**src/verilog/config_access_router_defs.svh**
```systemverilog
`ifndef CONFIG_ACCESS_ROUTER_DEFS_SVH
`define CONFIG_ACCESS_ROUTER_DEFS_SVH

// I/O byte addresses of the index/data pair
`define IO_INDEX_ADDR   32'h0000_0cf8
`define IO_DATA_ADDR    32'h0000_0cfc
`define IO_DW_MASK      32'hffff_fffc
// index register layout and reset
`define IDX_RESET       32'h0000_0000
`define IDX_WMASK       32'h80ff_fffc
`define IDX_EN_BIT      31
`define IDX_BUS_HI      23
`define IDX_BUS_LO      16
`define IDX_DEV_HI      15
`define IDX_DEV_LO      11
`define IDX_FUNC_HI     10
`define IDX_FUNC_LO     8
`define IDX_REG_HI      7
`define IDX_REG_LO      2
// memory window address layout
`define MM_ADDR_HI      31
`define MM_BUS_HI       27
`define MM_BASE256_LO   28
`define MM_BASE128_LO   27
`define MM_BASE64_LO    26
`define MM_BUS_LO       20
`define MM_DEV_HI       19
`define MM_DEV_LO       15
`define MM_FUNC_HI      14
`define MM_FUNC_LO      12
`define MM_EXT_HI       11
`define MM_EXT_LO       8
`define MM_REG_HI       7
`define MM_REG_LO       2
// window size select encodings
`define MM_SIZE_256     2'h0
`define MM_SIZE_128     2'h1
`define MM_SIZE_64      2'h2
// byte enables and fixed values
`define BE_ALL          4'hf
`define EXT_ZERO        4'h0
`define BUS_ZERO        8'h00
`define DEV_ZERO        5'h00
`define INT_DEV_LIMIT   5'h04
`define RDATA_FLOAT     32'hffff_ffff
`define RDATA_ZERO      32'h0000_0000
`define HDR_RSVD4       4'h0
`define HDR_RSVD2       2'h0

`endif

```
**src/verilog/config_access_router_pkg.sv**
```systemverilog
`include "config_access_router_defs.svh"

package config_access_router_pkg;

  // host processor bus request
  typedef struct packed {
    logic        valid;   // request present
    logic        io;      // 1 = I/O space, 0 = memory space
    logic        write;   // 1 = write
    logic        lock;    // locked transaction
    logic [31:0] addr;    // byte address
    logic [3:0]  be;      // byte enables
    logic [31:0] wdata;   // write data
  } host_req_type;

  // host processor bus answer
  typedef struct packed {
    logic        done;    // one-cycle completion
    logic        claimed; // access decoded by this block
    logic        abort;   // master abort / unsupported
    logic [31:0] rdata;   // read data
  } host_rsp_type;

  // translated configuration request
  typedef struct packed {
    logic        valid;   // held until completion
    logic        write;   // configuration write
    logic        type1;   // type 1 packet
    logic [7:0]  bus;     // bus number
    logic [4:0]  dev;     // device number
    logic [2:0]  func;    // function number
    logic [3:0]  ext;     // extended register index
    logic [5:0]  regnum;  // dword register number
    logic [3:0]  be;      // byte enables
    logic [31:0] wdata;   // write data
    logic [31:0] hdr;     // header bytes 8..11, byte 8 in [31:24]
  } cfg_req_type;

  // completion from a target
  typedef struct packed {
    logic        valid;   // one-cycle completion
    logic        abort;   // unsupported / unclaimed
    logic [31:0] rdata;   // read data
  } cfg_cpl_type;

  // destination of a request
  typedef enum logic [1:0] {
    DEST_INT,
    DEST_HUB,
    DEST_GFX
  } dest_type;

endpackage

```
**src/verilog/config_access_router.sv**
```systemverilog
`timescale 1ns/1ps
`default_nettype none
`include "config_access_router_defs.svh"

module config_access_router
  import config_access_router_pkg::*;
(
  input  wire logic         clk,
  input  wire logic         rst_b,
  input  wire host_req_type host_req,
  output logic              host_req_ready,
  output host_rsp_type      host_rsp,
  input  wire logic         mmcfg_enable,
  input  wire logic [31:26] mmcfg_window_base,
  input  wire logic [1:0]   mmcfg_size_sel,
  input  wire logic [7:0]   gfx_secondary_bus,
  input  wire logic [7:0]   gfx_subordinate_bus,
  input  wire logic [3:0]   int_dev_enable,
  output cfg_req_type       int_req,
  input  wire cfg_cpl_type  int_cpl,
  output cfg_req_type       hub_link_req,
  input  wire cfg_cpl_type  hub_link_cpl,
  output cfg_req_type       gfx_link_req,
  input  wire cfg_cpl_type  gfx_link_cpl
);

  ////////////////////////////////////////////////////////////////////////////
  // state

  // idle takes a request, wait holds a routed cycle until its target
  // completes, done presents the answer for exactly one cycle
  typedef enum logic [2:0] {
    ST_IDLE,
    ST_WAIT,
    ST_DONE
  } state_type;

  state_type    state_r,  state_nxt;   // sequencer state
  logic [31:0]  index_r,  index_nxt;   // configuration index register
  cfg_req_type  creq_r,   creq_nxt;    // outstanding config request
  dest_type     dest_r,   dest_nxt;    // where it went
  host_rsp_type rsp_r,    rsp_nxt;     // answer being returned

  ////////////////////////////////////////////////////////////////////////////
  // address decode of the incoming request

  // decode runs every cycle on the raw request; its results matter
  // only while the sequencer is idle and a request is valid
  logic        io_dw_index;   // full dword access to the index
  logic        io_hit_index;  // any access in the index range
  logic        io_hit_data;   // any access in the data window
  logic        mm_hit;        // access inside the enabled window
  logic [7:0]  mm_bus;        // bus number from a window address
  cfg_req_type io_cfg;        // request built from the index
  cfg_req_type mm_cfg;        // request built from the window
  cfg_req_type sel_cfg;       // request chosen for routing
  dest_type    sel_dest;      // routing decision
  logic        sel_abort;     // decoded as a master abort

  // builds header bytes 8..11 from the request fields
  // reserved bits of bytes 10 and 11 always go out as zero
  function automatic logic [31:0] build_hdr(input cfg_req_type c);
    build_hdr = {c.bus,
                 c.dev, c.func,
                 `HDR_RSVD4, c.ext,
                 c.regnum, `HDR_RSVD2};
  endfunction

  // I/O decode of the index and data pair
  always_comb begin
    io_hit_index = host_req.io &&
                   ((host_req.addr & `IO_DW_MASK) == `IO_INDEX_ADDR);
    io_hit_data  = host_req.io &&
                   ((host_req.addr & `IO_DW_MASK) == `IO_DATA_ADDR);
    // byte or word references to the index are not taken as index loads
    io_dw_index  = io_hit_index && (host_req.be == `BE_ALL);
  end

  // request from the index register, compatible region only
  // the index cannot name the extended region, so ext stays zero
  always_comb begin
    io_cfg        = '0;
    io_cfg.valid  = 1'b1;
    io_cfg.write  = host_req.write;
    io_cfg.bus    = index_r[`IDX_BUS_HI:`IDX_BUS_LO];
    io_cfg.dev    = index_r[`IDX_DEV_HI:`IDX_DEV_LO];
    io_cfg.func   = index_r[`IDX_FUNC_HI:`IDX_FUNC_LO];
    io_cfg.ext    = `EXT_ZERO;
    io_cfg.regnum = index_r[`IDX_REG_HI:`IDX_REG_LO];
    io_cfg.be     = host_req.be;
    io_cfg.wdata  = host_req.wdata;
  end

  // memory window decode by size select
  always_comb begin
    mm_hit = 1'b0;
    mm_bus = host_req.addr[`MM_BUS_HI:`MM_BUS_LO];
    case (mmcfg_size_sel)
      `MM_SIZE_256: begin
        // every bus number reachable
        mm_hit = host_req.addr[`MM_ADDR_HI:`MM_BASE256_LO] ==
                 mmcfg_window_base[`MM_ADDR_HI:`MM_BASE256_LO];
      end
      `MM_SIZE_128: begin
        // upper half of the bus range falls outside the window
        mm_hit = host_req.addr[`MM_ADDR_HI:`MM_BASE128_LO] ==
                 mmcfg_window_base[`MM_ADDR_HI:`MM_BASE128_LO];
        mm_bus = {1'b0, host_req.addr[`MM_BASE128_LO-1:`MM_BUS_LO]};
      end
      `MM_SIZE_64: begin
        // only the lowest quarter of bus numbers reachable
        mm_hit = host_req.addr[`MM_ADDR_HI:`MM_BASE64_LO] ==
                 mmcfg_window_base[`MM_ADDR_HI:`MM_BASE64_LO];
        mm_bus = {2'b00, host_req.addr[`MM_BASE64_LO-1:`MM_BUS_LO]};
      end
      default: begin
        // reserved size select decodes nothing
        mm_hit = 1'b0;
      end
    endcase
    // a cleared enable or any I/O cycle never hits the window
    mm_hit = mm_hit && mmcfg_enable && !host_req.io;
  end

  // request from a window address, full 4 KB per function
  always_comb begin
    mm_cfg        = '0;
    mm_cfg.valid  = 1'b1;
    mm_cfg.write  = host_req.write;
    mm_cfg.bus    = mm_bus;
    mm_cfg.dev    = host_req.addr[`MM_DEV_HI:`MM_DEV_LO];
    mm_cfg.func   = host_req.addr[`MM_FUNC_HI:`MM_FUNC_LO];
    mm_cfg.ext    = host_req.addr[`MM_EXT_HI:`MM_EXT_LO];
    mm_cfg.regnum = host_req.addr[`MM_REG_HI:`MM_REG_LO];
    mm_cfg.be     = host_req.be;
    mm_cfg.wdata  = host_req.wdata;
  end

  // routing of the chosen request; both paths share one decision
  always_comb begin
    sel_cfg   = io_hit_data ? io_cfg : mm_cfg;
    sel_dest  = DEST_HUB;
    sel_abort = 1'b0;
    if (sel_cfg.bus == `BUS_ZERO) begin
      // bus zero: an internal device when present, else the hub
      if (sel_cfg.dev < `INT_DEV_LIMIT &&
          int_dev_enable[sel_cfg.dev[1:0]]) begin
        sel_dest = DEST_INT;
      end else begin
        // missing or disabled devices decode to the hub as type 0
        sel_dest = DEST_HUB;
      end
    end else if (sel_cfg.bus == gfx_secondary_bus) begin
      // only device 0 can sit directly behind the graphics port
      sel_dest  = DEST_GFX;
      sel_abort = sel_cfg.dev != `DEV_ZERO;
    end else if (sel_cfg.bus > gfx_secondary_bus &&
                 sel_cfg.bus <= gfx_subordinate_bus) begin
      // deeper buses behind the graphics bridge
      sel_dest      = DEST_GFX;
      sel_cfg.type1 = 1'b1;
    end else begin
      // any other bus number goes subtractively to the hub
      sel_dest      = DEST_HUB;
      sel_cfg.type1 = 1'b1;
    end
    // header bytes follow the final fields
    sel_cfg.hdr = build_hdr(sel_cfg);
  end

  ////////////////////////////////////////////////////////////////////////////
  // sequencer: next values

  cfg_cpl_type cpl;   // completion from the current destination

  // picks the completion of the target now in use
  // pulses from targets not in use are never looked at
  always_comb begin
    case (dest_r)
      DEST_INT: cpl = int_cpl;
      DEST_GFX: cpl = gfx_link_cpl;
      default:  cpl = hub_link_cpl;
    endcase
  end

  // a request is taken only while idle
  assign host_req_ready = (state_r == ST_IDLE);

  // computes the next index, request and answer
  always_comb begin
    state_nxt = state_r;
    index_nxt = index_r;
    creq_nxt  = creq_r;
    dest_nxt  = dest_r;
    rsp_nxt   = rsp_r;
    case (state_r)
      ST_IDLE: begin
        // nothing taken: answer fields fall back to zero
        rsp_nxt = '0;
        if (host_req.valid) begin
          state_nxt     = ST_DONE;
          // read value of a cycle that nobody answers
          rsp_nxt.rdata = `RDATA_FLOAT;
          if (io_dw_index) begin
            // index load or readback
            rsp_nxt.claimed = 1'b1;
            rsp_nxt.rdata   = index_r;
            if (host_req.write) begin
              index_nxt = host_req.wdata & `IDX_WMASK;
            end
          end else if (io_hit_data) begin
            // data window: translate through the current index
            rsp_nxt.claimed = 1'b1;
            if (index_r[`IDX_EN_BIT]) begin
              if (sel_abort) begin
                rsp_nxt.abort = 1'b1;
              end else begin
                creq_nxt  = sel_cfg;
                dest_nxt  = sel_dest;
                state_nxt = ST_WAIT;
              end
            end
            // enable clear: completes with no configuration cycle
          end else if (mm_hit) begin
            // memory window: translate straight from the address
            rsp_nxt.claimed = 1'b1;
            if (host_req.lock) begin
              // locked window cycles never reach a target
              rsp_nxt.abort = 1'b1;
            end else if (sel_abort) begin
              rsp_nxt.abort = 1'b1;
            end else begin
              creq_nxt  = sel_cfg;
              dest_nxt  = sel_dest;
              state_nxt = ST_WAIT;
            end
          end
          // anything else completes unclaimed
        end
      end
      ST_WAIT: begin
        // hold the request until its target completes
        if (cpl.valid) begin
          creq_nxt.valid = 1'b0;
          // a target abort floats the read data like a master abort
          rsp_nxt.abort  = cpl.abort;
          rsp_nxt.rdata  = cpl.abort ? `RDATA_FLOAT : cpl.rdata;
          state_nxt      = ST_DONE;
        end
      end
      ST_DONE: begin
        // answer already presented this cycle
        state_nxt = ST_IDLE;
      end
      default: begin
        state_nxt = ST_IDLE;
      end
    endcase
  end

  ////////////////////////////////////////////////////////////////////////////
  // sequencer: registers

  // registers all sequencer state, synchronous active-low reset
  // reset leaves configuration access disabled in the index
  always_ff @(posedge clk) begin
    if (!rst_b) begin
      state_r <= ST_IDLE;
      index_r <= `IDX_RESET;
      creq_r  <= '0;
      dest_r  <= DEST_HUB;
      rsp_r   <= '0;
    end else begin
      state_r <= state_nxt;
      index_r <= index_nxt;
      creq_r  <= creq_nxt;
      dest_r  <= dest_nxt;
      rsp_r   <= rsp_nxt;
    end
  end

  ////////////////////////////////////////////////////////////////////////////
  // outputs

  // answer flops, done strobed in the final state
  // done decodes the state so it can never outlive the answer
  always_comb begin
    host_rsp      = rsp_r;
    host_rsp.done = (state_r == ST_DONE);
  end

  // steer the held request to exactly one target
  // the fields are shared; only the chosen target sees valid
  always_comb begin
    int_req            = creq_r;
    hub_link_req       = creq_r;
    gfx_link_req       = creq_r;
    int_req.valid      = creq_r.valid && (dest_r == DEST_INT);
    hub_link_req.valid = creq_r.valid && (dest_r == DEST_HUB);
    gfx_link_req.valid = creq_r.valid && (dest_r == DEST_GFX);
  end

endmodule

`default_nettype wire

```
**config.mk**
```make
export PLATFORM = sky130hd
export DESIGN_NAME = config_access_router
export DESIGN_NICKNAME = d
export VERILOG_FILES = /design/src/verilog/config_access_router_pkg.sv /design/src/verilog/config_access_router.sv
export VERILOG_INCLUDE_DIRS = /design/src /design/src/verilog
export SDC_FILE = /design/constraint.sdc
export NUM_CORES = 1
export LEC_CHECK = 0
export BUFFER_PORTS_ARGS = -buffer_cell sky130_fd_sc_hd__buf_2
export CAP_MARGIN = 10
export CORE_AREA = 2 2 207 209
export CTS_BUF_LIST = sky130_fd_sc_hd__clkbuf_4
export DETAILED_ROUTE_END_ITERATION = 8
export DIE_AREA = 0 0 209 211
export RECOVER_POWER = 50
export SLEW_MARGIN = 25
export SYNTH_ARGS = -nofsm -noshare
export SYNTH_HDL_FRONTEND = slang
export SYNTH_SLANG_ARGS = --single-unit
```
**constraint.sdc**
```tcl
create_clock -name clk -period 6.7 [get_ports clk]
set_clock_uncertainty 0.1 [all_clocks]
set_input_delay 1.005 -clock clk [delete_from_list [all_inputs] [get_ports clk]]
set_output_delay 1.005 -clock clk [all_outputs]
set_load 0.005 [all_outputs]
```
Yosys cells after proc, flatten, opt, wreduce, memory -nomap -nowiden
Cells that the tools add are included.
- RAM bits: 0
- memory bits (read-only): 0
- register bits: 159
- bits in latches: 0
- memories kept: 0
- output and inout bits: 327
- divide/modulo/power cells: 0
- bitwise gates (word level): 1
- reductions and logical operators: 23
- multipliers: 0
- muxes and demuxes: 49
- shift operators: 0
- eq/ne operators: 21
- $add $sub $neg: 0
- order comparisons: 4
- operator list (operator ; count):
    two-way mux 97 bit ; 7
    two-way mux 94 bit ; 1
    one-hot mux 34 bit (2 select lines) ; 1
    one-hot mux 33 bit (2 select lines) ; 1
    two-way mux 32 bit ; 2
    equality test 30 x 10 -> 1 bit, second input constant ; 2
    two-way mux 34 bit ; 1
    two-way mux 33 bit ; 1
    two-way mux 2 bit ; 12
    two-way mux 3 bit ; 6
    one-hot mux 8 bit (2 select lines) ; 1
    two-way mux 1 bit ; 12
    logical AND 1 bit ; 10
    equality test 8 bit ; 1
    > comparator 8 bit ; 1
    <= comparator 8 bit ; 1
    zero test 8 bit ; 1
    inequality test 2 bit, second input constant ; 4
    AND reduction 7 bit ; 1
    equality test 6 bit ; 1
    one-hot mux 3 bit (2 select lines) ; 1
    AND reduction 6 bit ; 1
    equality test 5 bit ; 1
    less-than comparator 5 x 3 -> 1 bit, second input constant ; 1
    other kinds (22) ; 27

Logic depth before layout (Yosys ltp)
- word-level depth: 13
- depth in mapped cells: 15
- depth with buffers taken out: 12

Worst setup path before layout
Ideal clock, no wire load.
- kind: input to register
- start point: input port host_req[56] (netlist name)
- end point: register (tool-made name)
- path buffers: 3
- library setup time: 70 ps
- stages on the path: 15
- setup slack: 2019 ps
- data required time: 6530 ps
- data arrival time: 4511 ps
- path through: or4_1 > or3_1 > clkbuf_1 > nor4_4 > clkbuf_1 > nand2_1 > nand2_1 > ha_1 > nand4_1 > nor2_1 > o21a_1 > a211oi_1 > clkbuf_1 > o211ai_1 > a21boi_1
- RTL lines (what ; RTL line ; source):
    start: declaration ; config_access_router.sv:10 ; input wire host_req_type host_req,

==> impl_table.tex <==
\begin{tabular}{lr}
\hline
Metric & Value \\
\hline
\multicolumn{2}{l}{\textbf{GRT}} \\
\quad Number of antenna violations at the first check in global routing & 9 \\
\quad Grt ovf & 0 \\
\quad All-Layer GR Usage & 15.0\% \\
\quad First-pass GRT wire length & 47,600 um \\
\quad Maximum number of pins on one net before global-route repair & 91 \\
\quad Via count of the first global-routing pass & 7,321 \\
\multicolumn{2}{l}{\textbf{Routing}} \\
\quad Total via count in the routed design & 8,133 \\
\quad Number of remaining DRC errors & 0 \\
\quad DRT iter0 DRCs & 488 \\
\quad Total wire length after detailed routing & 34,600 um \\
\quad Number of iterations in the first detailed-routing pass & 5 \\
\quad Routed len/inst & 18.2 um \\
\quad Via density per instance & 4.27 \\
\quad Antenna-violating nets left & 0 \\
\multicolumn{2}{l}{\textbf{Power}} \\
\quad Peak supply drop & 97.6 uV \\
\quad Pwr Total & 1.65 mW \\
\quad Power density normalized to cell area & 163 nW/um\^{}2 \\
\quad Static Leakage & 4.82 nW \\
\multicolumn{2}{l}{\textbf{Worst setup path}} \\
\quad Crit Path Category & in -> reg \\
\quad Data required time of the critical path & 7.12 ns \\
\quad Critical path capture point type & register \\
\quad Crit start category & input pin \\
\quad Critical path arrival & 5.02 ns \\
\quad Crit path max fanout & 33 \\
\multicolumn{2}{l}{\textbf{CTS}} \\
\quad Root buffer cell & clkbuf\_4 \\
\quad Clock-pin transition on the worst setup and hold timing paths & 0.14 ns \\
\quad Source-to-sink clock delay at the later pin of the worst-skew pair & 0.60 ns \\
\quad CTS-repair resized insts & 0 \\
\quad Setup bufs post-CTS & 0 \\
\quad Number of clock sinks seen by CTS & 132 \\
\quad CTS Hold Bufs & 0 \\
\quad Deepest level of the CTS H-tree & 4 \\
\quad CTS Buffer Depth & 2 \\
\quad Number of clock buffers inserted by TritonCTS & 17 \\
\quad CTS tree & yes \\
\multicolumn{2}{l}{\textbf{Floorplanning}} \\
\quad Floorplan die height & 211 um \\
\quad Number of top-level pins & 532 \\
\quad Starting utilization of the core area & 21.2\% \\
\quad Core outline area & 41,800 sq um \\
\quad Row count & 75 \\
\quad Die Footprint & 44,100 sq um \\
\quad Die outline width & 209 um \\
\multicolumn{2}{l}{\textbf{Run}} \\
\quad MaxCap Viol Count & 0 \\
\multicolumn{2}{l}{\textbf{STA}} \\
\quad Final hold violations & 0 \\
\quad RSZ-0062 raised after global routing & false \\
\quad Worst relative slew slack & 33.0\% \\
\quad Shortest period the worst path allows & 4.60 ns \\
\quad Smallest setup slack after layout & 2.10 ns \\
\quad Peak clock frequency supported by timing & 218 MHz \\
\quad Final Cycle Share & 68.6\% \\
\quad Max-slew violation total from the final report & 0 \\
\quad Finish-stage setup viols & 0 \\
\quad Setup TNS & 0 ns \\
\quad Slew at the pin with the worst max-slew slack & 1.01 ns \\
\multicolumn{2}{l}{\textbf{Place}} \\
\quad \# port buffers & 529 \\
\quad Estimated wirelength of the detail-placed design & 27,700 um \\
\quad Worst slack, placed & 1.41 ns \\
\quad Final RePlAce weighted congestion & 0.879 \\
\multicolumn{2}{l}{\textbf{Synth}} \\
\quad Mean post-synth cell area & 7.78 sq um \\
\quad Share of async-settable or async-resettable flops after synthesis & 0\% \\
\quad Post-synth EDFFs & 0 \\
\quad Yosys cell types & 46 \\
\quad Share of synthesized area occupied by flip-flops and latches & 29.8\% \\
\quad Synth Instances & 1,139 \\
\quad Count of synthesis-stage warnings from yosys & 0 \\
\quad Primary flip-flop cell chosen by synthesis mapping & dfxtp\_1 \\
\quad Synthesized cell area & 8860 sq um \\
\quad \#FFs+latches synth & 132 \\
\quad Net count after synthesis & 1,364 \\
\multicolumn{2}{l}{\textbf{Run status}} \\
\quad Run status & completed \\
\multicolumn{2}{l}{\textbf{Final layout}} \\
\quad Synth-to-Final Area Change & 14.2\% \\
\quad NumNets Final & 1,572 \\
\quad Most common cell after layout, fill and taps aside & buf\_2 \\
\quad Layout cell share with drive strength beyond 1 & 36.1\% \\
\quad Top library cells by usage in the layout, fill and taps aside & 437 x buf\_2, 182 x nand2\_1, 130 x dfxtp\_1, 90 x clkbuf\_1, 70 x a21oi\_1 \\
\multicolumn{2}{l}{\textbf{Worst hold path}} \\
\quad Worst hold path class & reg -> reg \\
\hline
\end{tabular}
cells by family (layout without fill, tap and decap cells):
logic type      count (synthesis)  after routing  share of synthesized area (%)
xor+xnor                        6              6                          0.593
buf+inv                       371            592                           28.1
compound gates                272            272                           19.7
other cells                     0              5                              0
mux                            38             38                           4.31
flops                         132            132                           29.8
simple gates                  300            300                           14.6
fa+ha+maj                      20             20                           2.83
path summary, 6_finish.rpt:
| path | cells past startpoint | slack, ns | end | from |
|---|---|---|---|---|
| max | 13 | 2.10 | register | host_req[57] |
| min | 2 | 0.39 | register | register |
| max reg2reg | 7 | 3.54 | host_rsp[12]$_SDFFE_PN0P_ | dest_r[0]$_SDFFE_PN1P_ |
| min reg2reg | 2 | 0.39 | register | register |
cell usage after synthesis (all sizes together) (2+ instances only):
cell | count | share of area (%)
a2111oi | 3 | 0.30
a211oi | 5 | 0.42
a21boi | 80 | 6.8
a21o | 9 | 0.76
a21oi | 71 | 4.0
a31oi | 26 | 1.8
and3 | 6 | 0.42
and4 | 2 | 0.20
buf | 298 | 25
clkbuf | 52 | 2.2
dfxtp | 132 | 30
ha | 20 | 2.8
inv | 21 | 0.89
mux2i | 37 | 4.2
nand2 | 182 | 7.7
nand2b | 2 | 0.14
nand3 | 6 | 0.34
nand4 | 8 | 0.57
nor2 | 61 | 2.6
nor2b | 8 | 0.57
nor3 | 6 | 0.34
nor4 | 6 | 0.59
nor4bb | 2 | 0.23
o211a | 11 | 1.2
o211ai | 9 | 0.82
o21a | 2 | 0.17
o21ai | 51 | 2.9
o31ai | 2 | 0.17
or3 | 4 | 0.28
xor2 | 6 | 0.59
layout make-up:
| class | instances | area, sq um |
|---|---|---|
| fillers | 4652 | 31600 |
| multi-input cells | 636 | 3770 |
| flip-flops and latches | 132 | 2650 |
| repair buffers | 539 | 2610 |
| well taps | 539 | 674 |
| clock inverters | 15 | 194 |
| clock buffers | 17 | 128 |
| inverters | 21 | 78.8 |
| diodes | 5 | 12.5 |
per-layer routing:
layer | routed length (um) | vias up | global-route usage, %
met4 | 450 | 6 | 4.51
met5 | 41 | - | 0
met2 | 17300 | 336 | 26.2
met1 | 15100 | 3794 | 18.4
li1 | - | 3976 | -
met3 | 1740 | 21 | 3.02
where the power goes:
group / switching, mW / total [mW] / internal [mW]
Clock: 0.368 / 0.638 / 0.269
Sequential: 0.00773 / 0.808 / 0.800
Combinational: 0.111 / 0.203 / 0.0919
Total: 0.487 / 1.65 / 1.16
per-stage QoR:
stage	cells	area, sq um	hold slack [ns]	util, %
6_report	1904	10100	0.385	24.2
5_1_grt	1903	10100	0.410	24.2
4_1_cts	1899	10200	0.386	24.5
3_5_place_dp	1867	9890	0.365	23.7
3_3_place_gp	1867	9890	0.357	23.7
2_1_floorplan	1139	8860	0.349	-
worst max-delay path: stages:
cell      delay [ns]
buf_2           0.14
or4_1           0.59
or3_1           0.50
nor4_4          0.51
a21oi_1         0.23
ha_1            0.32
nand4_1         0.11
nor2_1          0.36
o21ai_0         0.35
o211ai_4        0.25
buf_4           0.39
nand2_1         0.09
a21boi_0        0.15
No activity file was read; power rests on OpenSTA's default activity.
